File: src/common/ftl_pkg.sv
package ftl_pkg;
  localparam int NUM_ENTRIES = 8;
  localparam int IDX_W = 3;
  localparam int VA_W = 32;
  localparam int VPN_LSB = 11;
  localparam int VPN_W = 21;
  localparam int MASK_W = 14;
  localparam int IDENT_W = 8;
  localparam int PFN_W = 20;
  localparam int PPN_W = 22;
  localparam int PA_PFN_LSB = 10;
  localparam int GRAIN_W = 2;
  localparam int CACHE_W = 3;
  localparam int ADDR_W = 12;
  localparam int HALF_W = 5;

  // coprocessor register number and select; byte offset = (num*span+sel)*4
  localparam int SEL_SPAN = 8;
  localparam int PMASK_NUM = 5;
  localparam int PMASK_SEL = 0;
  localparam int GRAIN_NUM = 5;
  localparam int GRAIN_SEL = 1;
  localparam int EHI_NUM = 10;
  localparam int EHI_SEL = 0;
  localparam int CFG3_NUM = 16;
  localparam int CFG3_SEL = 2;
  localparam logic [ADDR_W-1:0] OFF_PAGE_MASK =
    ADDR_W'((PMASK_NUM * SEL_SPAN + PMASK_SEL) * 4);
  localparam logic [ADDR_W-1:0] OFF_GRAIN =
    ADDR_W'((GRAIN_NUM * SEL_SPAN + GRAIN_SEL) * 4);
  localparam logic [ADDR_W-1:0] OFF_ENTRY_HIGH =
    ADDR_W'((EHI_NUM * SEL_SPAN + EHI_SEL) * 4);
  localparam logic [ADDR_W-1:0] OFF_CONFIG_WORD_THREE =
    ADDR_W'((CFG3_NUM * SEL_SPAN + CFG3_SEL) * 4);
  localparam logic [ADDR_W-1:0] OFF_ENTRY_INDEX = 12'h000;
  localparam logic [ADDR_W-1:0] OFF_ENTRY_WRITE = 12'h004;
  localparam logic [ADDR_W-1:0] OFF_IRQ_STATUS = 12'h008;
  localparam logic [ADDR_W-1:0] OFF_IRQ_MASK = 12'h00c;
  localparam logic [ADDR_W-1:0] OFF_ENTRY_LOW0 = 12'h040;
  localparam logic [ADDR_W-1:0] OFF_ENTRY_LOW1 = 12'h060;

  // entry low, entry high, page mask and config word bit layout
  localparam int EL_G = 0;
  localparam int EL_V = 1;
  localparam int EL_D = 2;
  localparam int EL_C_LSB = 3;
  localparam int EL_PFN_LSB = 6;
  localparam int EL_EX_INH = 30;
  localparam int EL_RD_INH = 31;
  localparam int EH_IDENT_LSB = 0;
  localparam int PM_MASK_LSB = 11;
  localparam int CFG_EXT_BIT = 1;
  localparam int CFG_SMALL_BIT = 4;

  localparam logic [GRAIN_W-1:0] GRAIN_1K = 2'h0;
  localparam logic [GRAIN_W-1:0] GRAIN_2K = 2'h1;
  localparam logic [GRAIN_W-1:0] GRAIN_4K = 2'h3;
  localparam logic [GRAIN_W-1:0] GRAIN_RST = GRAIN_4K;

  localparam int IRQ_W = 3;
  localparam int IRQ_REFILL = 0;
  localparam int IRQ_INVALID = 1;
  localparam int IRQ_MODIFIED = 2;

  localparam logic [1:0] HTRANS_NONSEQ = 2'h2;
  localparam logic [2:0] HSIZE_WORD = 3'h2;

  // effective mask pattern to half-select bit position
  localparam int HALF_CODES = 9;
  localparam logic [MASK_W-1:0] HALF_MASK [HALF_CODES] = '{14'h0000,
    14'h0001, 14'h0003, 14'h000f, 14'h003f, 14'h00ff, 14'h03ff, 14'h0fff,
    14'h3fff};
  localparam logic [HALF_W-1:0] HALF_POS [HALF_CODES] = '{5'h0a, 5'h0b,
    5'h0c, 5'h0e, 5'h10, 5'h12, 5'h14, 5'h16, 5'h18};
  localparam logic [HALF_W-1:0] HALF_UNDEF = 5'h0c;

  typedef enum logic [1:0] {
    FTL_REF_FETCH,
    FTL_REF_LOAD,
    FTL_REF_STORE
  } ftl_ref_t;
endpackage

File: src/hdl/ftl_lookup.sv
// Summary of operation
// - granularity control selects 4K, 2K or 1K virtual pages.
// - config word three shows the extension present flag set.
// - small page flag of config word three always reads zero.
// - extension behaviour wins wherever the older base mechanism differs.
// - registers placed by coprocessor number and select: 5/0, 5/1, 10/0, 16/2.
// - granularity control qualifies entry low, page mask and entry high.
// - entry hits on masked va bits 31..11 and global or equal identifier.
// - effective mask is entry mask ORed with the granularity mask.
// - effective mask pattern gives half-select bit 10 up to 24.
// - half-select bit zero picks even half fields, else odd half.
// - selected half invalid raises translation invalid exception.
// - load to read-inhibited page faults unless pc-relative and executable.
// - fetch from execute-inhibited page raises translation invalid.
// - store to page without dirty flag raises translation modified.
// - frame bits padded with zeros above or below by granularity.
// - miss with exception level flag clear raises refill exception.
// - refill loads entry high with failing va, low bits grain-masked.
//
// The AHB-Lite slave port and the register addresses are this design's own decisions.
module ftl_lookup (
  input wire logic hclk,
  input wire logic hresetn,
  input wire logic hsel,
  input wire logic [31:0] haddr,
  input wire logic [1:0] htrans,
  input wire logic hwrite,
  input wire logic [2:0] hsize,
  input wire logic [31:0] hwdata,
  input wire logic hready,
  output logic hreadyout,
  output logic [31:0] hrdata,
  output logic hresp,
  input wire logic lk_valid,
  input wire logic [31:0] lk_va,
  input wire ftl_pkg::ftl_ref_t lk_type,
  input wire logic lk_pc_rel,
  input wire logic exception_level_flag,
  output logic lk_hit,
  output logic [31:0] lk_pa,
  output logic [2:0] lk_cache,
  output logic translation_invalid_exc,
  output logic translation_modified_exc,
  output logic refill_exc,
  output logic irq
);
  localparam int N = ftl_pkg::NUM_ENTRIES;
  localparam int VW = ftl_pkg::VPN_W;
  localparam int MW = ftl_pkg::MASK_W;

  // entry storage
  logic [VW-1:0] tlb_vpn_r [N];
  logic [MW-1:0] tlb_mask_r [N];
  logic [ftl_pkg::IDENT_W-1:0] tlb_ident_r [N];
  logic tlb_g_r [N];
  logic [31:0] tlb_lo0_r [N];
  logic [31:0] tlb_lo1_r [N];

  // software registers
  logic [MW-1:0] page_size_mask_r;
  logic [ftl_pkg::GRAIN_W-1:0] grain_r;
  logic [VW-1:0] eh_vpn_r;
  logic [ftl_pkg::IDENT_W-1:0] eh_ident_r;
  logic [31:0] entry_low0_r;
  logic [31:0] entry_low1_r;
  logic [ftl_pkg::IDX_W-1:0] entry_index_r;
  logic [ftl_pkg::IRQ_W-1:0] irq_status_r;
  logic [ftl_pkg::IRQ_W-1:0] irq_mask_r;

  // bus slave state
  logic [ftl_pkg::ADDR_W-1:0] addr_r;
  logic addr_ok_r;
  logic wr_pend_r;
  logic rd_wait_r;
  logic [31:0] hrdata_r;

  logic acc;
  logic wr_fire;
  logic [31:0] config_word_three;

  assign acc = hsel && hready && (htrans == ftl_pkg::HTRANS_NONSEQ);
  assign wr_fire = wr_pend_r && addr_ok_r;
  assign hreadyout = !rd_wait_r;
  assign hresp = 1'b0;
  assign hrdata = hrdata_r;

  always_comb begin
    config_word_three = 32'h0;
    config_word_three[ftl_pkg::CFG_EXT_BIT] = 1'b1;
    config_word_three[ftl_pkg::CFG_SMALL_BIT] = 1'b0;
  end

  // ---------------- lookup path ----------------
  logic [N-1:0] match;
  logic [ftl_pkg::IDX_W-1:0] hit_idx;
  logic any_match;
  logic [MW-1:0] eff_mask;
  logic [ftl_pkg::HALF_W-1:0] half_bit;
  logic [31:0] sel_lo;
  logic [ftl_pkg::PFN_W-1:0] sel_pfn;
  logic [ftl_pkg::PPN_W-1:0] pa_pfn;
  logic [31:0] off_mask;
  logic sel_v;
  logic sel_d;
  logic sel_rd_inh;
  logic sel_ex_inh;

  genvar gi;
  generate
    for (gi = 0; gi < N; gi++) begin : g_ent
      logic [VW-1:0] cmp_mask;
      assign cmp_mask = {{(VW - MW){1'b0}}, tlb_mask_r[gi]};
      assign match[gi] =
        ((tlb_vpn_r[gi] & ~cmp_mask) ==
         (lk_va[31:ftl_pkg::VPN_LSB] & ~cmp_mask)) &&
        (tlb_g_r[gi] || (tlb_ident_r[gi] == eh_ident_r));
    end
  endgenerate

  // lowest matching index wins if software built overlapping entries
  always_comb begin
    hit_idx = '0;
    any_match = 1'b0;
    for (int k = N - 1; k >= 0; k--) begin
      if (match[k]) begin
        hit_idx = ftl_pkg::IDX_W'(k);
        any_match = 1'b1;
      end
    end
  end

  always_comb begin
    eff_mask = tlb_mask_r[hit_idx] | {{(MW - 2){1'b0}}, grain_r};
    half_bit = ftl_pkg::HALF_UNDEF;
    for (int k = 0; k < ftl_pkg::HALF_CODES; k++) begin
      if (eff_mask == ftl_pkg::HALF_MASK[k]) begin
        half_bit = ftl_pkg::HALF_POS[k];
      end
    end
  end

  always_comb begin
    sel_lo = lk_va[half_bit] ? tlb_lo1_r[hit_idx] : tlb_lo0_r[hit_idx];
    sel_pfn = sel_lo[ftl_pkg::EL_PFN_LSB +: ftl_pkg::PFN_W];
    sel_v = sel_lo[ftl_pkg::EL_V];
    sel_d = sel_lo[ftl_pkg::EL_D];
    sel_rd_inh = sel_lo[ftl_pkg::EL_RD_INH];
    sel_ex_inh = sel_lo[ftl_pkg::EL_EX_INH];
    unique case (grain_r)
      ftl_pkg::GRAIN_1K: pa_pfn = {2'h0, sel_pfn};
      ftl_pkg::GRAIN_2K: pa_pfn = {1'h0, sel_pfn, 1'h0};
      default: pa_pfn = {sel_pfn, 2'h0};
    endcase
    off_mask = (32'h1 << half_bit) - 32'h1;
  end

  // single-cycle combinational answer
  assign lk_hit = lk_valid && any_match;
  assign lk_pa = ({pa_pfn, {ftl_pkg::PA_PFN_LSB{1'b0}}} & ~off_mask) |
                 (lk_va & off_mask);
  assign lk_cache = sel_lo[ftl_pkg::EL_C_LSB +: ftl_pkg::CACHE_W];
  assign refill_exc = lk_valid && !any_match &&
                      !exception_level_flag;
  assign translation_invalid_exc = lk_hit && (
    !sel_v ||
    (sel_rd_inh && lk_type == ftl_pkg::FTL_REF_LOAD &&
     !(lk_pc_rel && !sel_ex_inh)) ||
    (sel_ex_inh && lk_type == ftl_pkg::FTL_REF_FETCH));
  assign translation_modified_exc = lk_hit && sel_v && !sel_d &&
    lk_type == ftl_pkg::FTL_REF_STORE;

  // ---------------- bus slave ----------------
  always_ff @(posedge hclk or negedge hresetn) begin
    if (!hresetn) begin
      addr_r <= '0;
      addr_ok_r <= 1'b0;
      wr_pend_r <= 1'b0;
      rd_wait_r <= 1'b0;
    end else begin
      wr_pend_r <= acc && hwrite && (hsize == ftl_pkg::HSIZE_WORD);
      rd_wait_r <= acc && !hwrite;
      if (acc) begin
        addr_r <= haddr[ftl_pkg::ADDR_W-1:0];
        addr_ok_r <= (haddr[31:ftl_pkg::ADDR_W] == '0);
      end
    end
  end

  // read data sampled in the wait cycle, after any prior write landed
  always_ff @(posedge hclk or negedge hresetn) begin
    if (!hresetn) begin
      hrdata_r <= 32'h0;
    end else if (rd_wait_r) begin
      hrdata_r <= 32'h0;
      if (addr_ok_r) begin
        unique case (addr_r)
          ftl_pkg::OFF_PAGE_MASK:
            hrdata_r <= 32'(page_size_mask_r) << ftl_pkg::PM_MASK_LSB;
          ftl_pkg::OFF_GRAIN: hrdata_r <= 32'(grain_r);
          ftl_pkg::OFF_ENTRY_HIGH: hrdata_r <=
            {eh_vpn_r, 3'h0, eh_ident_r};
          ftl_pkg::OFF_CONFIG_WORD_THREE: hrdata_r <= config_word_three;
          ftl_pkg::OFF_ENTRY_LOW0: hrdata_r <= entry_low0_r;
          ftl_pkg::OFF_ENTRY_LOW1: hrdata_r <= entry_low1_r;
          ftl_pkg::OFF_ENTRY_INDEX: hrdata_r <= 32'(entry_index_r);
          ftl_pkg::OFF_IRQ_STATUS: hrdata_r <= 32'(irq_status_r);
          ftl_pkg::OFF_IRQ_MASK: hrdata_r <= 32'(irq_mask_r);
          default: hrdata_r <= 32'h0;
        endcase
      end
    end
  end

  // control registers
  always_ff @(posedge hclk or negedge hresetn) begin
    if (!hresetn) begin
      page_size_mask_r <= '0;
      grain_r <= ftl_pkg::GRAIN_RST;
      entry_low0_r <= 32'h0;
      entry_low1_r <= 32'h0;
      entry_index_r <= '0;
      irq_mask_r <= '0;
    end else if (wr_fire) begin
      unique case (addr_r)
        ftl_pkg::OFF_PAGE_MASK:
          page_size_mask_r <= hwdata[ftl_pkg::PM_MASK_LSB +: MW];
        ftl_pkg::OFF_GRAIN:
          grain_r <= hwdata[ftl_pkg::GRAIN_W-1:0];
        ftl_pkg::OFF_ENTRY_LOW0: entry_low0_r <= hwdata;
        ftl_pkg::OFF_ENTRY_LOW1: entry_low1_r <= hwdata;
        ftl_pkg::OFF_ENTRY_INDEX:
          entry_index_r <= hwdata[ftl_pkg::IDX_W-1:0];
        ftl_pkg::OFF_IRQ_MASK: irq_mask_r <= hwdata[ftl_pkg::IRQ_W-1:0];
        default: ;
      endcase
    end
  end

  // entry high: software write, refill capture takes priority
  always_ff @(posedge hclk or negedge hresetn) begin
    if (!hresetn) begin
      eh_vpn_r <= '0;
      eh_ident_r <= '0;
    end else if (refill_exc) begin
      eh_vpn_r <= {
        lk_va[ftl_pkg::VA_W-1:ftl_pkg::VPN_LSB+ftl_pkg::GRAIN_W],
        lk_va[ftl_pkg::VPN_LSB +: ftl_pkg::GRAIN_W] & ~grain_r};
    end else if (wr_fire && addr_r == ftl_pkg::OFF_ENTRY_HIGH) begin
      eh_vpn_r <= hwdata[31:ftl_pkg::VPN_LSB];
      eh_ident_r <= hwdata[ftl_pkg::EH_IDENT_LSB +: ftl_pkg::IDENT_W];
    end
  end

  // entry write command loads the indexed entry from the staging registers
  always_ff @(posedge hclk or negedge hresetn) begin
    if (!hresetn) begin
      for (int k = 0; k < N; k++) begin
        tlb_vpn_r[k] <= '0;
        tlb_mask_r[k] <= '0;
        tlb_ident_r[k] <= '0;
        tlb_g_r[k] <= 1'b0;
        tlb_lo0_r[k] <= 32'h0;
        tlb_lo1_r[k] <= 32'h0;
      end
    end else if (wr_fire && addr_r == ftl_pkg::OFF_ENTRY_WRITE) begin
      tlb_vpn_r[entry_index_r] <= eh_vpn_r;
      tlb_mask_r[entry_index_r] <= page_size_mask_r;
      tlb_ident_r[entry_index_r] <= eh_ident_r;
      tlb_g_r[entry_index_r] <= entry_low0_r[ftl_pkg::EL_G] &&
                                entry_low1_r[ftl_pkg::EL_G];
      tlb_lo0_r[entry_index_r] <= entry_low0_r;
      tlb_lo1_r[entry_index_r] <= entry_low1_r;
    end
  end

  // sticky events, write one to clear, new event wins over clear
  logic [ftl_pkg::IRQ_W-1:0] irq_evt;
  logic [ftl_pkg::IRQ_W-1:0] irq_clr;
  always_comb begin
    irq_evt = '0;
    irq_evt[ftl_pkg::IRQ_REFILL] = refill_exc;
    irq_evt[ftl_pkg::IRQ_INVALID] = translation_invalid_exc;
    irq_evt[ftl_pkg::IRQ_MODIFIED] = translation_modified_exc;
    irq_clr = '0;
    if (wr_fire && addr_r == ftl_pkg::OFF_IRQ_STATUS) begin
      irq_clr = hwdata[ftl_pkg::IRQ_W-1:0];
    end
  end

  always_ff @(posedge hclk or negedge hresetn) begin
    if (!hresetn) begin
      irq_status_r <= '0;
    end else begin
      irq_status_r <= (irq_status_r & ~irq_clr) | irq_evt;
    end
  end

  assign irq = |(irq_status_r & irq_mask_r);
endmodule

File: config.mk
export PLATFORM = sky130hd
export DESIGN_NAME = ftl_lookup
export DESIGN_NICKNAME = d
export VERILOG_FILES = /design/src/common/ftl_pkg.sv /design/src/hdl/ftl_lookup.sv
export SDC_FILE = /design/constraint.sdc
export NUM_CORES = 2
export LEC_CHECK = 0
export BUFFER_PORTS_ARGS = -buffer_cell sky130_fd_sc_hd__buf_4
export CAP_MARGIN = 20
export CORE_ASPECT_RATIO = 1.25
export CORE_MARGIN = 4
export CORE_UTILIZATION = 60
export CTS_CLUSTER_DIAMETER = 30
export DETAILED_ROUTE_END_ITERATION = 10
export PLACE_DENSITY_LB_ADDON = 0.15
export SLEW_MARGIN = 20
export SYNTH_ARGS = -nofsm -noshare
export SYNTH_HDL_FRONTEND = slang
export SYNTH_SLANG_ARGS = --single-unit
export TNS_END_PERCENT = 20
File: constraint.sdc
create_clock -name hclk -period 12.9 [get_ports hclk]
set_input_delay 1.935 -clock hclk [delete_from_list [all_inputs] [get_ports hclk]]
set_output_delay 1.935 -clock hclk [all_outputs]
set_load 0.02 [all_outputs]
* Yosys cells after proc, flatten, opt, wreduce, memory -nomap -nowiden
Index checks and enable logic that the tools add are counted.
** Storage, ports and cells
- Register bits after elaboration :: 1029
- Bits of input ports :: 111
- Output and inout port bits :: 74
** Cells by class
- Add/sub/neg operators :: 1
- Order comparisons :: 4
- Equality and inequality tests :: 38
- Shift-type cells :: 1
- Mux-type cells :: 59
- Bitwise logic cells :: 38
- Reduce and logical (&&, ||, !) cells :: 62
** Operators by type and width (count)
- 256-bit bitwise mux :: 2
- 21-bit bitwise AND :: 16
- 32-bit one-hot mux with 9 select lines :: 1
- 32-bit two-way mux :: 7
- 32-bit binary-select mux with 3-bit select :: 2
- 168-bit bitwise mux :: 1
- 21-bit equality test :: 8
- 14-bit NOT with 21-bit output :: 8
- 112-bit bitwise mux :: 1
- 32-bit demux with 3-bit select :: 1
- 32-bit bitwise AND :: 2
- 64-bit bitwise mux :: 1
- 8-bit equality test :: 8
- 21-bit demux with 3-bit select :: 1
- 21-bit two-way mux :: 3
- 22-bit one-hot mux with 2 select lines :: 1
- 14-bit binary-select mux with 3-bit select :: 1
- 14-bit demux with 3-bit select :: 1
- 14-bit two-way mux :: 3
- 5-bit two-way mux :: 8
- 32-bit NOT :: 1
- 32-bit bitwise OR :: 1
- 1-bit by 5-bit << shifter with 32-bit output (first input constant) :: 1
- 32-bit by 1-bit subtractor with 32-bit output (second input constant) :: 1
- other kinds (45) :: 123

* Longest topological paths before layout
- Word-level depth :: 38
- Gate-level depth with buffers :: 24

* Worst setup path before layout
Ideal clock, no wire load.
- Kind :: input to output
- Start point :: input lk_va[22]
- End point :: output lk_pa[25]
- Arrival :: 7020 ps
- Required time :: 10965 ps
- Slack :: 3945 ps
- Cell stages on the path :: 21
- Buffers on the path :: 4
- Cells stage by stage :: buf_4 xnor2_1 o22ai_1 nor4_1 and4_4 or4_4 buf_6 nand2_8 mux2_2 o22a_1 and3_1 or3_1 clkbuf_1 a221o_1 a2111o_1 a21o_1 nand3_4 buf_12 mux2_1 mux4_2 mux2i_1
** On the way
- Cells in the longest elaborated chain, start to end :: 32
- Elaborated cells on any way between the ends :: 71
- Those cells by class :: add/sub: 1; eq/ne: 16; shift: 1; mux: 30; bitwise: 14; reduce/logical: 9
** RTL lines
- from (decl) :: line ftl_lookup.sv:35 : input wire logic [31:0] lk_va,
- branches (longest 31 deep; another with 21-bit bitwise AND)
- 32-bit bitwise OR (*) :: line ftl_lookup.sv:159 : assign lk_pa = ({pa_pfn, {ftl_pkg::PA_PFN_LSB{1'b0}}} & ~off_mask) |
- to (decl) :: line ftl_lookup.sv:40 : output logic [31:0] lk_pa,
Mark *: on every way between the ends. The select of a mux whose other input is x is not followed.

* Worst setup path in the final report
- Start point :: input lk_va[19]
- End point :: output lk_pa[18]
The elaborated chain is that of the path after synthesis.

==> metrics.md <==
| Metric | Value |
|---|---|
| Status | `finished with violations` |
| Failing checks | `DRC` |
| Post-synthesis instance total | `around 3900` |
| Antenna violations before repair | `4` |
| Clk Tree Root Cell | `sky130_fd_sc_hd__clkbuf_16` |
| Drt wl/cell | `between 20 and 30 um` |
| Starting utilization of the core area | `around three fifths` |
| Clock latency on the worst-skew pair | `around 0.74 ns` |
| Normalized max-slew margin | `between 10% and 20%` |
| Number of buffers between clock root and the deepest sink | `3` |
| Gp weighted congestion | `between 1 and 1.5` |
| Clock edge transition at the registers on the reported setup and hold paths | `~0.05 ns` |
| I/O pin count | `~190` |
| Number of nets still failing antenna checks after routing | `0` |
| Via count of the first global-routing pass | `between 30000 and 40000` |
| FFs w/ async S/R, synth | `100%` |
| Lkg Pwr | `roughly 26 nW` |
| Worst path required time | `approximately 11 ns` |
| Type of origin of the critical path | `input port` |
| Avg Inst Size Synth | `around 12 sq um` |
| Hold buffer count at cts | `0` |
| Global-route wire length before repair | `211 mm` |
| Number of flops mapped to enable cells by yosys | `0` |
| Clock sink count | `about 950` |
| Leading area contributor after synthesis | `sky130_fd_sc_hd__dfrtp_1` |
| Worst Clk Skew | `approximately 0.03 ns` |
| Kind of capture point of the worst setup path | `primary output` |
| Min cycle time layout | `approximately 12 ns` |
| Kind of critical path | `in -> out` |
| WL final | `roughly 140 mm` |
| Post-CTS Setup Bufs | `0` |
| Post-detailed-placement cell area | `48200 sq um` |
| Number of H-tree levels | `4` |
| Maximum number of pins on one net before global-route repair | `178` |
| Post-route DRC | `2` |
| # resized after CTS | `0` |
| TritonCTS buffer count | `157` |
| Top cells by area, synth | `sky130_fd_sc_hd__dfrtp_1 51%, sky130_fd_sc_hd__mux2_2 22%, sky130_fd_sc_hd__xnor2_1 3.5%` |
| Number of unique standard cell types used by synthesis | `95` |
| Number of setup violations in the final report | `0` |
| Nets | `4056` |
| DIE HEIGHT | `roughly 320 um` |
| Area inside the core boundary | `a little under 80000 sq um` |
| Most instantiated library cell after synthesis | `sky130_fd_sc_hd__dfrtp_1` |
| Final Cycle Share | `about nine tenths` |
| Via density per instance | `around 6.5` |
| Overall routing resource usage | `around a third` |
| Critical Path AT | `between 9 and 10 ns` |
| Non-Filler Cell Area, Final | `around 54000 sq um` |
| Port Buffers | `around 170` |
| Number of violations reported at the end of detailed-routing iteration 0 | `~3200` |
| Portion of the post-synthesis area used by sequential elements | `around half` |
| Setup TNS | `0 ns` |
| RSZ-0062 raised after global routing | `no` |
| Power density over the cells | `approximately 150 nW/um^2` |
| TritonRoute pass-1 iters | `11` |
| Chip width | `about 260 um` |
| Number of max-capacitance violations reported | `0` |
| Flip-flop and latch count after synthesis | `949` |
| Commonest cells in the netlist | `947 x sky130_fd_sc_hd__dfrtp_1, 901 x sky130_fd_sc_hd__mux2_2, 303 x sky130_fd_sc_hd__nand2_1, 221 x sky130_fd_sc_hd__nor2_1, 186 x sky130_fd_sc_hd__clkbuf_1` |
| Detailed placer's ending HPWL | `between 80 and 90 mm` |
| Core Util, Final | `approximately 70%` |
| Synth Cell Area | `about 47000 sq um` |
| Critical path peak fanout | `25` |
| Area growth from synthesis to layout | `15.6%` |
| Hold Path Class | `reg -> reg` |
| Detailed-route via count | `~33000` |
| Layout cells sized above 1 | `35.9%` |
| Pin slew with the least headroom to its limit | `roughly 1.2 ns` |
| Pins Over Slew Limit | `0` |
| Warning count from the yosys run | `0` |
| Count of final hold-check violations | `0` |
| Clock tree from TritonCTS | `done` |
| Area of the die | `about 80000 sq um` |
| Max rail drop VDD | `0.000113 V` |
| Post-synth top flop | `sky130_fd_sc_hd__dfrtp_1` |
| Share of the synthesized area in the top cell type | `a little over 50%` |
| Number of cell rows | `between 100 and 150` |
| Residual overflow from global routing | `0` |
| Fmax achieved | `~85 MHz` |
## routing by layer
metal	vias up	global-route usage (%)	routed length, um
met4	6	15.7	6880
met2	1365	53.5	65900
met5	-	0	44
li1	14208	-	-
met3	380	6.87	9990
met1	17158	44.7	56400
## power breakdown
part	internal, mW	switching [mW]
Clock	2.98	1.49
Sequential	3.01	0.0978
Combinational	0.0990	0.174
## sequential cells by signal, indices dropped and copies added, names as in the netlist, 2 cells and up
signal            count
grain_r               2
tlb_vpn_r           168
eh_ident_r            8
addr_r               12
g_ent.cmp_mask      112
entry_low0_r         32
eh_vpn_r             21
tlb_lo0_r           216
page_size_mask_r     14
entry_index_r         3
entry_low1_r         32
irq_status_r          3
tlb_g_r               8
irq_mask_r            3
tlb_ident_r          64
hrdata               32
tlb_lo1_r           216
## cells in the final DEF, fill, tap and decap left out, types with 62 or more instances in the layout
cell type	n
sky130_fd_sc_hd__nand2_1	294
sky130_fd_sc_hd__mux2i_1	93
sky130_fd_sc_hd__a211oi_1	92
sky130_fd_sc_hd__nand3_1	67
sky130_fd_sc_hd__mux2_2	901
sky130_fd_sc_hd__clkbuf_16	163
sky130_fd_sc_hd__o21ai_0	62
sky130_fd_sc_hd__nor2_1	220
sky130_fd_sc_hd__buf_4	208
sky130_fd_sc_hd__xnor2_1	185
sky130_fd_sc_hd__and2_1	71
sky130_fd_sc_hd__dfrtp_1	947
## critical path: stages
cell	delay [ns]
sky130_fd_sc_hd__buf_4	0.18
sky130_fd_sc_hd__xnor2_1	0.24
sky130_fd_sc_hd__o22ai_1	0.19
sky130_fd_sc_hd__nor4_1	0.60
sky130_fd_sc_hd__nand4_1	0.33
sky130_fd_sc_hd__nor3_1	0.26
sky130_fd_sc_hd__a211o_1	0.86
sky130_fd_sc_hd__nand2_1	0.47
sky130_fd_sc_hd__o22a_1	0.32
sky130_fd_sc_hd__and3_1	0.20
sky130_fd_sc_hd__nor3_2	0.55
sky130_fd_sc_hd__o2111a_1	0.33
sky130_fd_sc_hd__mux2_2	0.38
sky130_fd_sc_hd__a211o_1	0.27
sky130_fd_sc_hd__buf_4	0.22
sky130_fd_sc_hd__nor3_2	0.68
sky130_fd_sc_hd__a211oi_1	0.32
sky130_fd_sc_hd__mux2_2	0.35
sky130_fd_sc_hd__o31ai_1	0.83
sky130_fd_sc_hd__buf_4	0.29
## cell type report
class	count	area, sq um
Tap cell	1044	1310
Sequential cell	949	23800
Inverter	14	52.6
Fill cell	5569	23300
Clock buffer	195	4440
Antenna cell	2	5.00
Timing Repair Buffer	214	1680
Clock inverter	89	1260
Multi-Input combinational cell	2608	21400
## cell families (layout without fill, tap and decap cells)
| family | after synthesis | count (layout) | synth area share, % |
|---|---|---|---|
| other | 2 | 5 | 0.0161 |
| adders and majority gates | 1 | 1 | 0.0268 |
| DFF | 949 | 949 | 51.0 |
| buffers and inverters | 375 | 512 | 3.49 |
| xor gates and xnor gates | 236 | 236 | 4.43 |
| muxes | 1006 | 1006 | 24.3 |
| AOI/OAI and AO/OA | 531 | 531 | 8.43 |
| and+or+nand+nor | 831 | 831 | 8.37 |
## metrics by stage
stage | worst slack [ns] | std cells | power [mW] | hold WS [ns]
global route | 0.997 | 5115 | 8.08 | 0.498
CTS | 1.47 | 5113 | 7.89 | 0.484
finish | 1.15 | 5115 | 7.85 | 0.482
detailed placement | 1.51 | 4829 | 3.43 | 0.472
floorplan | 3.95 | 3932 | 3.26 | 0.451
global placement | 1.65 | 4828 | 3.42 | 0.464
## final timing paths
kind	from	to	slack (ns)	depth (start not counted)
max	lk_va[19]	lk_pa[18]	1.15	20
min	tlb_g_r[0]	tlb_g_r[0]	0.48	2
max reg2reg	eh_ident_r[1]	irq_status_r[2]	5.05	17
min reg2reg	tlb_g_r[0]	tlb_g_r[0]	0.48	2
max in group asynchronous	hresetn	hrdata[10]	9.22	3
min in group asynchronous	hresetn	g_ent[3].cmp_mask[9]	1.25	1
No activity file was read; power rests on OpenSTA's default activity.
